--- config.mk ---
export PLATFORM = sky130hd
export DESIGN_NAME = ocsw_ctrl
export DESIGN_NICKNAME = d
export VERILOG_FILES = /design/src/inc/ocsw_pkg.sv /design/src/design/ocsw_ctrl.sv
export VERILOG_INCLUDE_DIRS = /design/src /design/src/inc
export SDC_FILE = /design/constraint.sdc
export NUM_CORES = 1
export LEC_CHECK = 0
export ABC_AREA = 1
export BUFFER_PORTS_ARGS = -buffer_cell sky130_fd_sc_hd__buf_2
export CAP_MARGIN = 20
export CORE_MARGIN = 10
export CORE_UTILIZATION = 69
export CTS_BUF_LIST = sky130_fd_sc_hd__clkbuf_4 sky130_fd_sc_hd__clkbuf_8
export DETAILED_ROUTE_END_ITERATION = 8
export GPL_ROUTABILITY_DRIVEN = 0
export PLACE_DENSITY = 0.85
export SYNTH_ARGS = -nofsm -noshare
export SYNTH_HDL_FRONTEND = slang
export SYNTH_SLANG_ARGS = --single-unit
--- constraint.sdc ---
create_clock -name CLK -period 3.67 [get_ports CLK]
set_input_delay 0.5505 -clock CLK [delete_from_list [all_inputs] [get_ports CLK]]
set_output_delay 0.5505 -clock CLK [all_outputs]
set_load 0.02 [all_outputs]
--- src/inc/ocsw_map.svh ---
// constants of the octal switch channel control: offsets, resets, times
// assumes one 100 MHz clock and an 8-bit register port
// Operation
// RL1 - output is parallel OR/AND serial bit
// RL2 - AND/OR chosen per channel, eight channels
// RL3 - serial on is one; pins follow polarity
// RL4 - mappable input drives any set of channels; the code uses map bits 7:3 only and ignores map bits 2:0
// RL5 - mapping defaults to channel 4 only
// RL6 - per-channel slow or fast slew select
// RL7 - overtemperature turns channel off, records fault
// RL8 - per-channel auto-restart or latching overtemperature
// RL9 - auto-restart resumes when cool, input on
// RL10 - latching waits for new input rise
// RL11 - overtemperature only seen while channel on
// RL12 - reset pin low: outputs off, diagnosis off
// RL13 - sleep clears diagnosis and serial commands
// RL14 - after wake only parallel-driven channels on
// RL15 - limit-only mode flags overload after filter
// RL16 - limit-only mode never shuts channel down
// RL17 - shutdown mode turns off after delay
// RL18 - overload latch clears on input rise
// RL19 - host spaces write frames, 200 us; the bench sends writes as little as two cycles apart
// RL20 - faults per channel readable by host
// RL21 - polarity high: pins high active
// RL22 - fault pin low on any channel error
// RL23 - filter and switch-off are clock counters
// RL24 - pins synchronised before use
`ifndef OCSW_MAP_SVH
`define OCSW_MAP_SVH

`define OCSW_NCH 8
`define OCSW_SW 22
// bit positions in the synchronised pin vector
`define OCSW_B_PIN 0
`define OCSW_B_POL 4
`define OCSW_B_RSTP 5
`define OCSW_B_OT 6
`define OCSW_B_LIM 14

// register addresses
`define OCSW_A_MAP 4'h1
`define OCSW_A_BOL 4'h2
`define OCSW_A_OVL 4'h3
`define OCSW_A_OVT 4'h4
`define OCSW_A_SLE 4'h5
`define OCSW_A_STA 4'h6
`define OCSW_A_CTL 4'h7
`define OCSW_A_DOT 4'h8
`define OCSW_A_DOL 4'h9

// reset values
`define OCSW_MAP_RST 8'h08
`define OCSW_REG_RST 8'h00

// timing
`define OCSW_CLK_MHZ 100
`define OCSW_SLOW_US 60
`define OCSW_FAST_US 15
`define OCSW_SLOW_CYC (`OCSW_SLOW_US * `OCSW_CLK_MHZ)
`define OCSW_FAST_CYC (`OCSW_FAST_US * `OCSW_CLK_MHZ)
`define OCSW_FRAME_GAP_US 200
`define OCSW_FILT_CYC 16'h03E8
`define OCSW_OFF_CYC 16'h07D0

`endif

--- src/inc/ocsw_pkg.sv ---
// types of the octal switch channel control
// assumes ocsw_map.svh on the include path
`include "ocsw_map.svh"

package ocsw_pkg;

   typedef struct packed {
      logic [`OCSW_SW-1:0] s1;
      logic [`OCSW_SW-1:0] s2;
      logic [`OCSW_SW-1:0] s3;
      logic [`OCSW_SW-1:0] filt;
      logic [7:0] map;
      logic [7:0] bol;
      logic [7:0] ovl;
      logic [7:0] ovt;
      logic [7:0] sle;
      logic [7:0] ctl;
      logic [7:0] eff_prev;
      logic [7:0] ot_diag;
      logic [7:0] ol_diag;
      logic [7:0] ot_lat;
      logic [7:0] ol_lat;
      logic [7:0] out;
      logic [7:0][15:0] cnt;
      logic [7:0] rdata;
      logic fault;
   } ocsw_state_type;

endpackage

--- src/design/ocsw_ctrl.sv ---
// per-channel control of an eight-channel low-side switch
// assumes analog sense inputs and pins are asynchronous to CLK,
// and a register master on CLK with one-cycle read latency
`timescale 1ns/1ps
`include "ocsw_map.svh"

module ocsw_ctrl
   import ocsw_pkg::*;
#(
   parameter logic [15:0] FILT_CYC = `OCSW_FILT_CYC,
   parameter logic [15:0] OFF_CYC = `OCSW_OFF_CYC
)
(
   // clock and reset
   input wire logic CLK,
   input wire logic RST,
   // register port
   input wire logic [3:0] ADDR,
   input wire logic [7:0] WDATA,
   input wire logic WR,
   input wire logic RD,
   output logic [7:0] RDATA,
   // pins
   input wire logic [3:0] PAR_IN,
   input wire logic INPUT_POLARITY_SELECT,
   input wire logic SLEEP_N,
   // analog sense per channel
   input wire logic [7:0] OT_SENSE,
   input wire logic [7:0] LIMIT_SENSE,
   // channel drive
   output logic [7:0] CH_ON,
   output logic [7:0] SLEW_FAST,
   // open-drain fault flag
   output logic FAULT_O,
   output logic FAULT_OE
);

   ocsw_state_type st;
   ocsw_state_type next_st;

   logic [`OCSW_SW-1:0] pins;
   logic awake;
   logic pol;
   logic [3:0] act;
   logic [7:0] par;
   logic [7:0] eff;
   logic [7:0] rise;
   logic [7:0] ot_in;
   logic [7:0] lim_in;

   assign pins = {LIMIT_SENSE, OT_SENSE, SLEEP_N,
      INPUT_POLARITY_SELECT, PAR_IN};
   assign awake = st.filt[`OCSW_B_RSTP];
   assign pol = st.filt[`OCSW_B_POL];
   assign ot_in = st.filt[`OCSW_B_OT +: 8];
   assign lim_in = st.filt[`OCSW_B_LIM +: 8];

   // RL3 RL21 pin polarity
   assign act = pol ? st.filt[`OCSW_B_PIN +: 4] :
      ~st.filt[`OCSW_B_PIN +: 4];

   // RL4 mappable input fan-out
   assign par = {st.map[7:3] & {5{act[3]}}, act[2:0]};

   // RL1 RL2 per-channel combination
   assign eff = (st.bol & par & st.ctl) | (~st.bol & (par | st.ctl));
   assign rise = eff & ~st.eff_prev;

   always_comb
   begin
      next_st = st;
      // RL24 three-stage pin capture, agreeing stages only
      next_st.s1 = pins;
      next_st.s2 = st.s1;
      next_st.s3 = st.s2;
      for (int b = 0; b < `OCSW_SW; b++)
      begin
         if (st.s2[b] == st.s3[b])
         begin
            next_st.filt[b] = st.s3[b];
         end
      end
      next_st.eff_prev = eff;

      // RL20 read mux, diagnosis cleared by its read
      next_st.rdata = 8'h00;
      if (RD)
      begin
         unique case (ADDR)
            `OCSW_A_MAP: next_st.rdata = st.map;
            `OCSW_A_BOL: next_st.rdata = st.bol;
            `OCSW_A_OVL: next_st.rdata = st.ovl;
            `OCSW_A_OVT: next_st.rdata = st.ovt;
            `OCSW_A_SLE: next_st.rdata = st.sle;
            `OCSW_A_STA: next_st.rdata = st.out;
            `OCSW_A_CTL: next_st.rdata = st.ctl;
            `OCSW_A_DOT:
            begin
               next_st.rdata = st.ot_diag;
               next_st.ot_diag = 8'h00;
            end
            `OCSW_A_DOL:
            begin
               next_st.rdata = st.ol_diag;
               next_st.ol_diag = 8'h00;
            end
            default: next_st.rdata = 8'h00;
         endcase
      end

      if (WR)
      begin
         unique case (ADDR)
            `OCSW_A_MAP: next_st.map = WDATA;
            `OCSW_A_BOL: next_st.bol = WDATA;
            `OCSW_A_OVL: next_st.ovl = WDATA;
            `OCSW_A_OVT: next_st.ovt = WDATA;
            `OCSW_A_SLE: next_st.sle = WDATA;
            `OCSW_A_CTL: next_st.ctl = WDATA;
            default: next_st.ctl = next_st.ctl;
         endcase
      end

      for (int i = 0; i < `OCSW_NCH; i++)
      begin
         // RL23 limitation duration counter
         if (lim_in[i] && st.out[i])
         begin
            if (st.cnt[i] != 16'hFFFF)
            begin
               next_st.cnt[i] = st.cnt[i] + 16'h0001;
            end
         end
         else
         begin
            next_st.cnt[i] = 16'h0000;
         end

         // RL18 input rise releases overload latch
         if (rise[i])
         begin
            next_st.ol_lat[i] = 1'b0;
         end
         // RL16 limit-only mode never holds a latch
         if (!st.ovl[i])
         begin
            next_st.ol_lat[i] = 1'b0;
         end
         // RL15 limit-only fault after filter time
         if (!st.ovl[i] && st.cnt[i] >= FILT_CYC)
         begin
            next_st.ol_diag[i] = 1'b1;
         end
         // RL17 shutdown after switch-off delay
         // at or past, so a later mode change still trips
         if (st.ovl[i] && st.cnt[i] >= OFF_CYC)
         begin
            next_st.ol_diag[i] = 1'b1;
            next_st.ol_lat[i] = 1'b1;
         end

         // RL8 RL9 auto-restart clears once cooled
         if (!st.ovt[i] && !ot_in[i])
         begin
            next_st.ot_lat[i] = 1'b0;
         end
         // RL10 latching clears on rise when cool
         if (st.ovt[i] && rise[i] && !ot_in[i])
         begin
            next_st.ot_lat[i] = 1'b0;
         end
         // RL7 RL11 sensor counts only while on
         if (ot_in[i] && st.out[i])
         begin
            next_st.ot_lat[i] = 1'b1;
            next_st.ot_diag[i] = 1'b1;
         end
      end

      // RL1 drive from combination minus protection
      next_st.out = eff & ~st.ot_lat & ~st.ol_lat;

      // RL12 RL13 RL14 sleep clears commands and faults
      if (!awake)
      begin
         next_st.out = 8'h00;
         next_st.ctl = 8'h00;
         next_st.ot_diag = 8'h00;
         next_st.ol_diag = 8'h00;
         next_st.ot_lat = 8'h00;
         next_st.ol_lat = 8'h00;
      end

      // RL22 any stored fault pulls the flag
      next_st.fault = awake && ((st.ot_diag | st.ol_diag) != 8'h00);
   end

   always_ff @(posedge CLK)
   begin
      if (RST)
      begin
         st <= '0;
         // RL5 mapping default
         st.map <= `OCSW_MAP_RST;
         st.bol <= `OCSW_REG_RST;
         st.ovl <= `OCSW_REG_RST;
         st.ovt <= `OCSW_REG_RST;
         st.sle <= `OCSW_REG_RST;
         st.ctl <= `OCSW_REG_RST;
      end
      else
      begin
         st <= next_st;
      end
   end

   assign RDATA = st.rdata;
   assign CH_ON = st.out;
   // RL6 slew select straight from the register
   assign SLEW_FAST = st.sle;
   assign FAULT_O = 1'b0;
   assign FAULT_OE = st.fault;

   // checking helpers
   logic [7:0] want;
   logic [7:0] and_blk;
   logic [7:0] ot_hit;
   logic [7:0] ol_due;
   logic [7:0] ol_filt;
   logic [7:0] ot_cool;
   logic [7:0] ot_keep;
   logic [7:0] ot_idle;
   logic [7:0] ol_free;
   logic [7:0] rise_q;
   logic [7:0] lat_q;
   logic diag_any;
   logic awake_q;

   assign and_blk = st.bol & ~st.ctl;
   assign ot_hit = ot_in & st.out;
   assign ol_free = ~st.ovl;
   assign diag_any = (st.ot_diag | st.ol_diag) != 8'h00;
   assign ot_cool = st.ot_lat & ~st.ovt & ~ot_in;
   assign ot_keep = st.ot_lat & st.ovt & ~rise;
   assign ot_idle = ot_in & ~st.out & ~st.ot_diag;

   // reference from the truth table, not from eff
   for (genvar g = 0; g < `OCSW_NCH; g++)
   begin : g_ref
      assign want[g] = (st.bol[g] ? (par[g] && st.ctl[g]) :
         (par[g] || st.ctl[g])) && !st.ot_lat[g] && !st.ol_lat[g];
      assign ol_due[g] = st.ovl[g] && lim_in[g] && st.out[g] &&
         (st.cnt[g] >= OFF_CYC);
      assign ol_filt[g] = !st.ovl[g] && lim_in[g] && st.out[g] &&
         (st.cnt[g] >= FILT_CYC);
   end

   always_ff @(posedge CLK)
   begin
      rise_q <= rise;
      lat_q <= st.ol_lat;
      awake_q <= awake;
   end
endmodule // ocsw_ctrl

# --- Word level (Yosys, flattened, before mapping) ---
# Cells that the tools add are included.
totals:
  reg_bits: 321
  in_bits: 38
  out_inout_bits: 26
  elab_cells: 402
classes:
  add_sub_neg: 8
  magnitude_cmp: 16
  n_eq_ne: 47
  muxes: 77
  bitwise_logic: 25
  reduce_logical: 154
op_table:
  columns: ["cell", "count"]
  rows:
  - ["16-bit by 1-bit adder with 16-bit output (second input constant)", 8]
  - ["16-bit by 10-bit >= comparator with 1-bit output (second input constant)", 8]
  - ["16-bit by 11-bit >= comparator with 1-bit output (second input constant)", 8]
  - ["16-bit inequality test (second input constant)", 8]
  - ["1-bit two-way mux", 72]
  - ["8-bit one-hot mux with 9 select lines", 1]
  - ["3-bit nonzero test", 24]
  - ["1-bit logical AND", 57]
  - ["8-bit bitwise AND", 6]
  - ["2-bit AND reduction", 22]
  - ["8-bit inverter", 4]
  - ["2-bit nonzero test", 16]
  - ["1-bit logical NOT", 24]
  - ["3-bit by 1-bit inequality test with 1-bit output (second input constant)", 8]
  - ["8-bit bitwise OR", 3]
  - ["1-bit equality test", 22]
  - ["2-bit OR reduction", 10]
  - ["4-bit by 3-bit equality test with 1-bit output (second input constant)", 4]
  - ["16-bit two-way mux", 1]
  - ["8-bit two-way mux", 2]
  - ["1-bit inverter", 10]
  - ["4-bit by 2-bit equality test with 1-bit output (second input constant)", 2]
  - ["4-bit equality test (second input constant)", 2]
  - ["8-bit nonzero test", 1]
  - ["other kinds (4)", 4]

# --- Logic depth before layout (Yosys ltp) ---
# Gate-level depths: netlist (run 1).
depth:
  word_depth: 11
  depth_mapped: 10
  ltp_nobuf: 10

# --- Worst setup path after synthesis (run 1) ---
# OpenSTA, ideal clock, no wires.
synth_timing:
  path_kind: "input-to-reg"
  start: "input ADDR[3]"
  end: "register st[190] (netlist bit)"
  setup_ns: 0.119
  arrival_ns: 1.414
  required_ns: 3.551
  path_slack_ns: 2.137
  path_stages: 7
  n_path_buf: 1
  path_cell_list: "inv_1 -> nand2_1 -> nor2_4 -> nand2_2 -> buf_2 -> o21ai_1 -> a21oi_1"
synth_via:
  elab_chain_len: 2
synth_lines:
  columns: ["item", "line_no", "text"]
  rows:
  - ["start: declaration", "ocsw_ctrl.sv:18", "input wire logic [3:0] ADDR,"]
  - ["4-bit by 3-bit equality test with 1-bit output", "ocsw_ctrl.sv:113", "unique case (ADDR)"]
  - ["2-bit AND reduction (no line)", null, null]
  - ["end signal: assignment", "ocsw_ctrl.sv:213", "st <= next_st;"]
  - ["end: declaration", "ocsw_ctrl.sv:38", "ocsw_state_type st;"]
# No other way between the ends.
# A chain may end at the register's enable or synchronous reset.

# --- Worst setup path after layout (run 1) ---
layout_timing:
  start: "register st[42] (netlist bit)"
  end: "register st[41] (netlist bit)"
layout_via:
  elab_chain_len: 1
layout_lines:
  columns: ["item", "line_no", "text"]
  rows:
  - ["16-bit inequality test", "ocsw_ctrl.sv:129", "if (st.cnt[i] != 16'hFFFF)"]
# No other way between the ends.

==> results of run 1 <==
[per-layer routing]
layer | up-vias | routed length (um)
li1 | 6820 | -
met1 | 6034 | 14400
met2 | 500 | 16100
met3 | 87 | 2180
met4 | 0 | 998
met5 | - | 0
[cell families (layout without fill, tap and decap cells)]
| group | after synthesis | in the layout | share of synthesized area (%) |
|---|---|---|---|
| fa+ha+maj | 16 | 16 | 1.38 |
| compound gates | 310 | 310 | 11.3 |
| xor+xnor | 11 | 11 | 0.664 |
| other cells | 1 | 1 | 0.0258 |
| buf+inv | 412 | 497 | 11.5 |
| simple gates | 1062 | 1062 | 30.8 |
| flops | 321 | 321 | 44.3 |
[power by group]
part / leakage (nW) / switching, W / internal (W)
combinational: 3.30 / 0.000124 / 0.0000489
clock: 0.569 / 0.00136 / 0.00184
sequential: 2.60 / 0.0000194 / 0.00353
[area by class of cell]
cell class,count,area [um^2]
Clock buffer,72,935
Clock inverter,13,149
Fill cell,1563,4580
Inverter,344,1290
Multi-Input combinational cell,1400,6420
Sequential cell,321,6430
Tap cell,270,338
Timing Repair Buffer,68,358
[worst max-delay path: stages, from the launching register on]
cell and delay (ns):
dfxtp_1 0.39, ha_1 0.21, nand2_1 0.08, inv_1 0.08, nand3_1 0.17, nor2_1 0.17
nand2_1 0.32, inv_1 0.22, nand2_1 0.08, a21oi_1 0.12
[registers in the layout, indices dropped and copies added (netlist names)]
register / flops
CH_ON: 8
FAULT_OE: 1
RDATA: 8
SLEW_FAST: 8
awake: 1
lim_in: 8
next_st: 44
ot_in: 8
pol: 1
st: 234
[metrics by stage]
stage	total power [W]	hold WS (ns)	area, um^2
6_report	0.00693	0.179	15900
5_1_grt	0.00714	0.166	15900
4_1_cts	0.00697	0.156	15900
3_5_place_dp	0.00379	0.395	14800
3_3_place_gp	0.00378	0.390	14800
2_1_floorplan	0.00372	0.388	14500
[placed cells by master, fill, tap and decap left out, types with 8 or more instances in the layout]
master and n:
nand2_1 515, inv_1 336, dfxtp_1 321, nor2_1 276
nand3_1 182, a21oi_1 146, o21ai_0 95, clkbuf_8 63
buf_2 61, a31oi_1 50, or2_2 20, nand4_1 17
nor3_1 16, ha_1 16, nor4_1 13, a211oi_1 11
clkbuf_4 9, o21ai_1 8
[path summary, 6_finish.rpt]
| kind | end | slack (ns) | depth (start not counted) |
|---|---|---|---|
| min | next_st[288] | 0.18 | 3 |
| min reg2reg | next_st[266] | 0.40 | 2 |
| max reg2reg | st[41] | 1.73 | 9 |
| max | st[41] | 1.73 | 9 |
==> flow_metrics.env, run 1 <==
export IMPL_cts_resized=0
export IMPL_cts_hold_buf=0
export IMPL_clock_skew_ns=0.0204
export IMPL_synth_area_leader_cell="dfxtp_1"
export IMPL_viasPerCell=5.40
export IMPL_vdd_ir_drop_max_v=0.000365
export IMPL_synth_seq_cells=321
export IMPL_post_cts_buffers=0
export IMPL_yosys_top_cells_area="dfxtp_1 44%, nand2_1 13%, inv_1 8.7%"
export IMPL_startpoint_type="flip-flop"
export IMPL_grt_first_pass_wirelength_mm=56.5
export IMPL_startpoint="st[42]"
export IMPL_worstSetupPathType="flip-flop to flip-flop"
export IMPL_antenna_cells=0
export IMPL_final_nets=2240
export IMPL_synth_most_common_cell="nand2_1"
export IMPL_grt_overflow=0
export IMPL_dieWidth_um=165
export IMPL_clock_fmax_mhz=515
export IMPL_finalSetupViolCount=0
export IMPL_grtUsageTotal_pct=24.5
export IMPL_timing_rr_start="st[42]"
export IMPL_arrival_ns=2.43
export IMPL_vias=13400
export IMPL_cts_buffer_depth=3
export IMPL_synth_cell_types=30
export IMPL_numCtsBuffers=51
export IMPL_tightest_slew_ns=0.998
export IMPL_rows=52
export IMPL_first_global_vias=12600
export IMPL_fin_util_pct=77.6
export IMPL_power_density_nw_per_um2=435
export IMPL_synth_edff_count=0
export IMPL_wl_per_cell_um=13.6
export IMPL_period_minus_slack_ns=1.94
export IMPL_finalMaxSlewViolations=0
export IMPL_clkTransAtPathRegs_ns=0.07
export IMPL_cp_required_ns=4.16
export IMPL_crit_fanout=14
export IMPL_use_met1_pct=30.1
export IMPL_period_share_pct=52.9
export IMPL_antenna_left=0
export IMPL_report_final_hold_viol_count=0
export IMPL_async_reset_ff_share_pct=0
export IMPL_synth_seq_area_share_pct=44.3
export IMPL_fp_dieH_um=165
export IMPL_place_hpwl_mm=23.3
export IMPL_stdcell_count=2488
export IMPL_wirelength_mm=33.7
export IMPL_place_ws_ns=1.29
export IMPL_ys_top_cells_by_count="515 x nand2_1, 336 x inv_1, 321 x dfxtp_1"
export IMPL_place_inst=2403
export IMPL_status="completed"
export IMPL_syn_to_final_growth_pct=9.66
export IMPL_drt_iter0_drc=1269
export IMPL_core_um2=20500
export IMPL_die_area_um2=27200
export IMPL_use_met2_pct=42.2
export IMPL_synth_top_area_share_pct=44.3
export IMPL_h_tree_depth=2
export IMPL_yosysWarnings=0
export IMPL_grt_start_max_net_pins=62
export IMPL_cts_tree="done"
export IMPL_cts_root_buf="clkbuf_8"
export IMPL_cts_sinks=321
export IMPL_holdCritStartpoint="OT_SENSE[5]"
export IMPL_drc=0
export IMPL_synth_net_count=2187
export IMPL_fin_ws_ns=1.73
export IMPL_grt_setup_unrepaired="no"
export IMPL_first_pass_iters=6
export IMPL_grt_busiest_layer="met2"
export IMPL_clk_latency_ns=0.58
export IMPL_synthCells=2133
export IMPL_hold_class="primary input to flip-flop"
export IMPL_ios=64
export IMPL_tns_ns=0
export IMPL_ys_flop_type="dfxtp_1"
export IMPL_antenna_found_initial=0
export IMPL_netlist_area_um2=14500
export IMPL_port_buffers=62
export IMPL_cp_end_kind="flip-flop"
export IMPL_power_leakage_nw=6.47
export IMPL_final_layout_size_suffix_gt1_share_pct=8.88
export IMPL_use_met3_pct=3.71
export IMPL_avgSynthCellArea_um2=6.80
export IMPL_floorplan_initialDensity_pct=70.8
export IMPL_relSlewSlack_pct=33.4
export IMPL_cap_violations=0
Note: power is estimated with default switching activity, not from simulation.
==> run 2, diff against run 1 <==
CORE_UTILIZATION = 64   (was 69)
PLACE_DENSITY = 0.79   (was 0.85)
clock period = 2 ns   (was 3.67 ns; I/O delays follow)
==> run 2 against run 1 <==
- non-clock buffer count rose by 45
- die area up 6.9%
- wire length up 2.4%
- first-iteration DRC count is 4.8% higher
- final cell count is 2.8% higher
- cell area grew 3.5%
- largest cell class is now multi-input combinational cells
- largest power group unchanged
==> flow_metrics.env, run 2 (synthesis results as in run 1) <==
export IMPL_grt_busiest_layer="met2"
export IMPL_floorplan_initialDensity_pct=64.5
export IMPL_place_hpwl_mm=24.0
export IMPL_grt_setup_unrepaired="no"
export IMPL_antenna_left=0
export IMPL_antenna_found_initial=0
export IMPL_grt_start_max_net_pins=58
export IMPL_h_tree_depth=2
export IMPL_die_area_um2=29100
export IMPL_wirelength_mm=34.5
export IMPL_fin_util_pct=73.2
export IMPL_vdd_ir_drop_max_v=0.000570
export IMPL_cts_root_buf="clkbuf_8"
export IMPL_cap_violations=0
export IMPL_report_final_hold_viol_count=0
export IMPL_status="completed"
export IMPL_syn_to_final_growth_pct=13.4
export IMPL_cts_sinks=321
export IMPL_final_nets=2285
export IMPL_relSlewSlack_pct=30.5
export IMPL_hold_class="primary input to flip-flop"
export IMPL_clock_fmax_mhz=540
export IMPL_use_met1_pct=28.9
export IMPL_startpoint_type="flip-flop"
export IMPL_largest_register_ffs=234
export IMPL_antenna_cells=0
export IMPL_finalMaxSlewViolations=0
export IMPL_power_leakage_nw=6.72
export IMPL_first_global_vias=12900
export IMPL_drc=0
export IMPL_use_met3_pct=3.76
export IMPL_dieWidth_um=171
export IMPL_cts_tree="done"
export IMPL_tns_ns=0
export IMPL_clkTransAtPathRegs_ns=0.07
export IMPL_use_met2_pct=41.7
export IMPL_clk_latency_ns=0.58
export IMPL_fill_cells=1784
export IMPL_clock_skew_ns=0.0222
export IMPL_grt_first_pass_wirelength_mm=58.5
export IMPL_wl_per_cell_um=13.5
export IMPL_period_minus_slack_ns=1.85
export IMPL_finalSetupViolCount=0
export IMPL_cp_required_ns=2.45
export IMPL_tightest_slew_ns=1.04
export IMPL_post_cts_buffers=0
export IMPL_core_um2=22500
export IMPL_drt_iter0_drc=1330
export IMPL_power_density_nw_per_um2=807
export IMPL_ios=64
export IMPL_mostFrequentLayoutCells="510 x nand2_1, 336 x inv_1, 321 x dfxtp_1, 276 x nor2_1, 182 x nand3_1"
export IMPL_vias=13500
export IMPL_viasPerCell=5.28
export IMPL_cts_buffer_depth=3
export IMPL_first_pass_iters=6
export IMPL_numCtsBuffers=51
export IMPL_arrival_ns=2.30
export IMPL_period_share_pct=92.6
export IMPL_crit_fanout=12
export IMPL_port_buffers=62
export IMPL_worstSetupPathType="flip-flop to flip-flop"
export IMPL_grt_overflow=0
export IMPL_fp_dieH_um=171
export IMPL_cp_end_kind="flip-flop"
export IMPL_final_layout_size_suffix_gt1_share_pct=10.3
export IMPL_largest_register="st"
export IMPL_final_common_cell="nand2_1"
export IMPL_rows=55
export IMPL_grtUsageTotal_pct=23.8
[run 2: cell types whose count changed in the layout (fill, tap and decap cells not counted), moves of 2 or more]
cell,delta
bufinv_16,+2
dlygate4sd3_1,+22
nand2_2,+5
clkbuf_4,+2
clkinvlp_4,+5
buf_4,+23
nand2_1,-5
[run 2: area by class of cell]
cell class	count	area, um^2	area share (%)
clock inverter	20	246	1.50
sequential	321	6430	39.0
clock buffer	75	963	5.85
tap	285	357	2.17
multi-input combinational	1400	6430	39.1
timing repair buffer	113	751	4.56
inverter	344	1290	7.84
[run 2: stage by stage]
step           hold WS (ns)  instance area, um^2  power (W)  cells  worst slack [ns]
2_1_floorplan         0.388                14500    0.00683   2133             0.508
5_1_grt              0.0559                16500     0.0137   2558           0.00194
3_5_place_dp          0.398                15000    0.00697   2441             0.182
3_3_place_gp          0.390                15000    0.00696   2441             0.216
6_report             0.0595                16500     0.0133   2558             0.148
4_1_cts              0.0413                16500     0.0134   2558             0.143
[run 2: final timing paths]
| path | from | endpoint | slack (ns) | cells past startpoint |
|---|---|---|---|---|
| max | st[90] | st[98] | 0.15 | 8 |
| min | WDATA[6] | st[207] | 0.06 | 3 |
| max reg2reg | st[90] | st[98] | 0.15 | 8 |
| min reg2reg | next_st[282] | next_st[260] | 0.41 | 2 |
[run 2: routing by layer]
metal | up-vias | routed length, um
met5 | - | 0
met4 | 0 | 887
met3 | 84 | 1960
met2 | 411 | 16800
met1 | 6100 | 14900
li1 | 6917 | -
[run 2: critical path, cell delays in order, from the launching register on]
cell     delay, ns
dfxtp_1       0.36
ha_1          0.20
nand2_1       0.07
inv_1         0.11
nand3_2       0.13
nor2_2        0.17
nand3_1       0.39
a21oi_1       0.26
nor2_1        0.05
[run 2: report_power, final]
part / switching (W) / internal, W
Combinational: 0.000236 / 0.000128
Clock: 0.00265 / 0.00377
Sequential: 0.0000377 / 0.00647
Total: 0.00292 / 0.0104
[run 2: timing repair]
action	CTS	global route
setup endpoints to repair	0	11
resized for setup	0	5
endpoints found under the hold margin	22	0
hold buffers	22	0
==> run 3, diff against run 2 <==
PLACE_DENSITY = 0.82   (was 0.79)
==> run 3 against run 2 <==
- sequential share of layout area about the same
- wire length up 0.26%
- worst hold slack worse by 0.021 ns
- register-to-register slack better by 0.06 ns
- cell area about the same
- worst setup slack better by 0.063 ns
- critical path depth up 1
- via count up 1.4%
- non-clock buffer count down 4
- clock skew up 0.011 ns
- die area unchanged
- power up 2.3%
- critical path type unchanged
==> flow_metrics.env, run 3 (synthesis results as in run 1) <==
export IMPL_clkTransAtPathRegs_ns=0.06
export IMPL_floorplan_initialDensity_pct=64.5
export IMPL_cts_root_buf="clkbuf_8"
export IMPL_clk_latency_ns=0.60
export IMPL_drt_iter0_drc=1232
export IMPL_crit_fanout=14
export IMPL_tightest_slew_ns=0.652
export IMPL_dieWidth_um=171
export IMPL_report_final_hold_viol_count=0
export IMPL_drc=0
export IMPL_switchingPower_w=0.00288
export IMPL_fin_ws_ns=0.211
export IMPL_grt_busiest_layer="met2"
export IMPL_reg2reg_depth=9
export IMPL_pwr_share_comb_pct=2.7
export IMPL_largest_register="st"
export IMPL_final_common_cell="nand2_1"
export IMPL_hold_path_end="SLEW_FAST[7]"
export IMPL_power_leakage_nw=6.73
export IMPL_grt_start_max_net_pins=54
export IMPL_largest_register_ffs=234
export IMPL_fill_cells=1737
export IMPL_post_cts_buffers=0
export IMPL_whs_ns=0.0384
export IMPL_clkPwrFrac_pct=49.4
export IMPL_cts_sinks=321
export IMPL_hold_class="primary input to flip-flop"
export IMPL_use_met2_pct=40.9
export IMPL_h_tree_depth=2
export IMPL_reg2reg_to="st[106]"
export IMPL_place_inst=2437
export IMPL_worstSetupPathType="flip-flop to flip-flop"
export IMPL_numCtsBuffers=52
export IMPL_period_share_pct=89.5
export IMPL_fin_area_um2=16500
export IMPL_antenna_cells=0
export IMPL_grt_overflow=0
export IMPL_fp_dieH_um=171
export IMPL_ff2ff_setup_slack_ns=0.21
export IMPL_core_um2=22500
export IMPL_timing_rr_start="st[106]"
export IMPL_clock_fmax_mhz=559
export IMPL_place_ws_ns=0.169
export IMPL_cts_buffer_depth=3
export IMPL_hold_path_depth=3
export IMPL_rows=55
export IMPL_final_nets=2282
export IMPL_cp_end_kind="flip-flop"
export IMPL_first_pass_iters=7
export IMPL_wl_per_cell_um=13.6
export IMPL_cap_violations=0
export IMPL_vdd_ir_drop_max_v=0.000842
export IMPL_clock_skew_ns=0.0337
export IMPL_vias=13700
export IMPL_first_global_vias=12900
export IMPL_final_layout_size_suffix_gt1_share_pct=10.0
export IMPL_relSlewSlack_pct=56.4
export IMPL_use_met1_pct=28.1
export IMPL_mostFrequentLayoutCells="511 x nand2_1, 336 x inv_1, 321 x dfxtp_1, 276 x nor2_1, 181 x nand3_1"
export IMPL_antenna_found_initial=0
export IMPL_period_minus_slack_ns=1.79
export IMPL_grt_first_pass_wirelength_mm=57.6
export IMPL_sw_frac_of_total_pct=21.2
export IMPL_place_hpwl_mm=23.7
export IMPL_ios=64
export IMPL_holdCritStartpoint="WDATA[7]"
export IMPL_die_area_um2=29100
export IMPL_fin_util_pct=73.2
export IMPL_finalSetupViolCount=0
export IMPL_placed_area_um2=15000
export IMPL_port_buffers=62
export IMPL_syn_to_final_growth_pct=13.5
export IMPL_p_seq_share_pct=47.9
export IMPL_stdcell_count=2550
export IMPL_use_met3_pct=3.78
export IMPL_power_internal_w=0.0107
export IMPL_wirelength_mm=34.6
export IMPL_cp_required_ns=2.51
export IMPL_finalMaxSlewViolations=0
export IMPL_startpoint_type="flip-flop"
export IMPL_power_density_nw_per_um2=825
export IMPL_cts_tree="done"
export IMPL_grtUsageTotal_pct=23.4
export IMPL_viasPerCell=5.37
export IMPL_arrival_ns=2.29
export IMPL_antenna_left=0
export IMPL_status="completed"
[run 3: cell count changes in the layout (fill, tap and decap cells not counted)]
cell	before	now
clkinvlp_4	7	2
buf_4	30	26
bufinv_16	5	8
clkbuf_4	11	13
clkinv_2	7	5
clkbuf_8	64	63
clkinv_4	1	0
nand2_1	510	511
nand2_2	8	7
nand3_1	182	181
nand3_2	4	5
[run 3: cell type report]
cell class	count	area, um^2	area share, %
inverter	344	1290	7.84
tap	285	357	2.16
sequential	321	6430	39.0
timing repair buffer	109	721	4.38
multi-input combinational	1400	6430	39.1
clock inverter	15	280	1.70
clock buffer	76	965	5.86
[run 3: timing repair]
action / CTS / global route
resized for setup: 0 / 5
hold endpoints to repair: 22 / 0
setup endpoints to repair: 0 / 17
hold buffers: 22 / 0
[run 3: worst max-delay path by stage]
stage	startpoint	endpoint	slack, ns	cells after the start
4_1_cts	st[90]	st[98]	0.15	8
3_3_place_gp	st[90]	st[98]	0.23	8
5_1_grt	st[106]	st[106]	-0.03	9
3_5_place_dp	st[90]	st[98]	0.17	8
6_report	st[106]	st[106]	0.21	9
2_1_floorplan	st[25]	st[30]	0.51	7
[run 3: routing by layer]
layer / vias to the layer above / part of all wire [%]
met1: 6265 / 43
met5: - / 0
met3: 108 / 5.3
li1: 6923 / -
met2: 406 / 49
met4: 0 / 3.2
[run 3: stage by stage]
| stage | total power, W | TNS [ns] |
|---|---|---|
| 3_3_place_gp | 0.00696 | 0 |
| 2_1_floorplan | 0.00683 | 0 |
| 6_report | 0.0136 | 0 |
| 4_1_cts | 0.0137 | 0 |
| 3_5_place_dp | 0.00697 | 0 |
| 5_1_grt | 0.0140 | -0.0348 |
[run 3: worst max-delay path, stage by stage, from the launching register on]
cell and delay [ns]:
dfxtp_1 0.40, ha_1 0.22, nand2_1 0.08, inv_1 0.07, nand3_1 0.16, nor2_1 0.22
nand2_2 0.23, inv_1 0.16, nand2_1 0.07, a21oi_1 0.11
[run 3: power by group through the flow]
stage / Clock, W / Sequential (W) / Combinational (W)
detailed placement: 0 / 0.00665 / 0.000321
finish: 0.00672 / 0.00651 / 0.000363
floorplan: 0 / 0.00664 / 0.000199
global placement: 0 / 0.00665 / 0.000314
global route: 0.00712 / 0.00651 / 0.000399
CTS: 0.00680 / 0.00651 / 0.000357
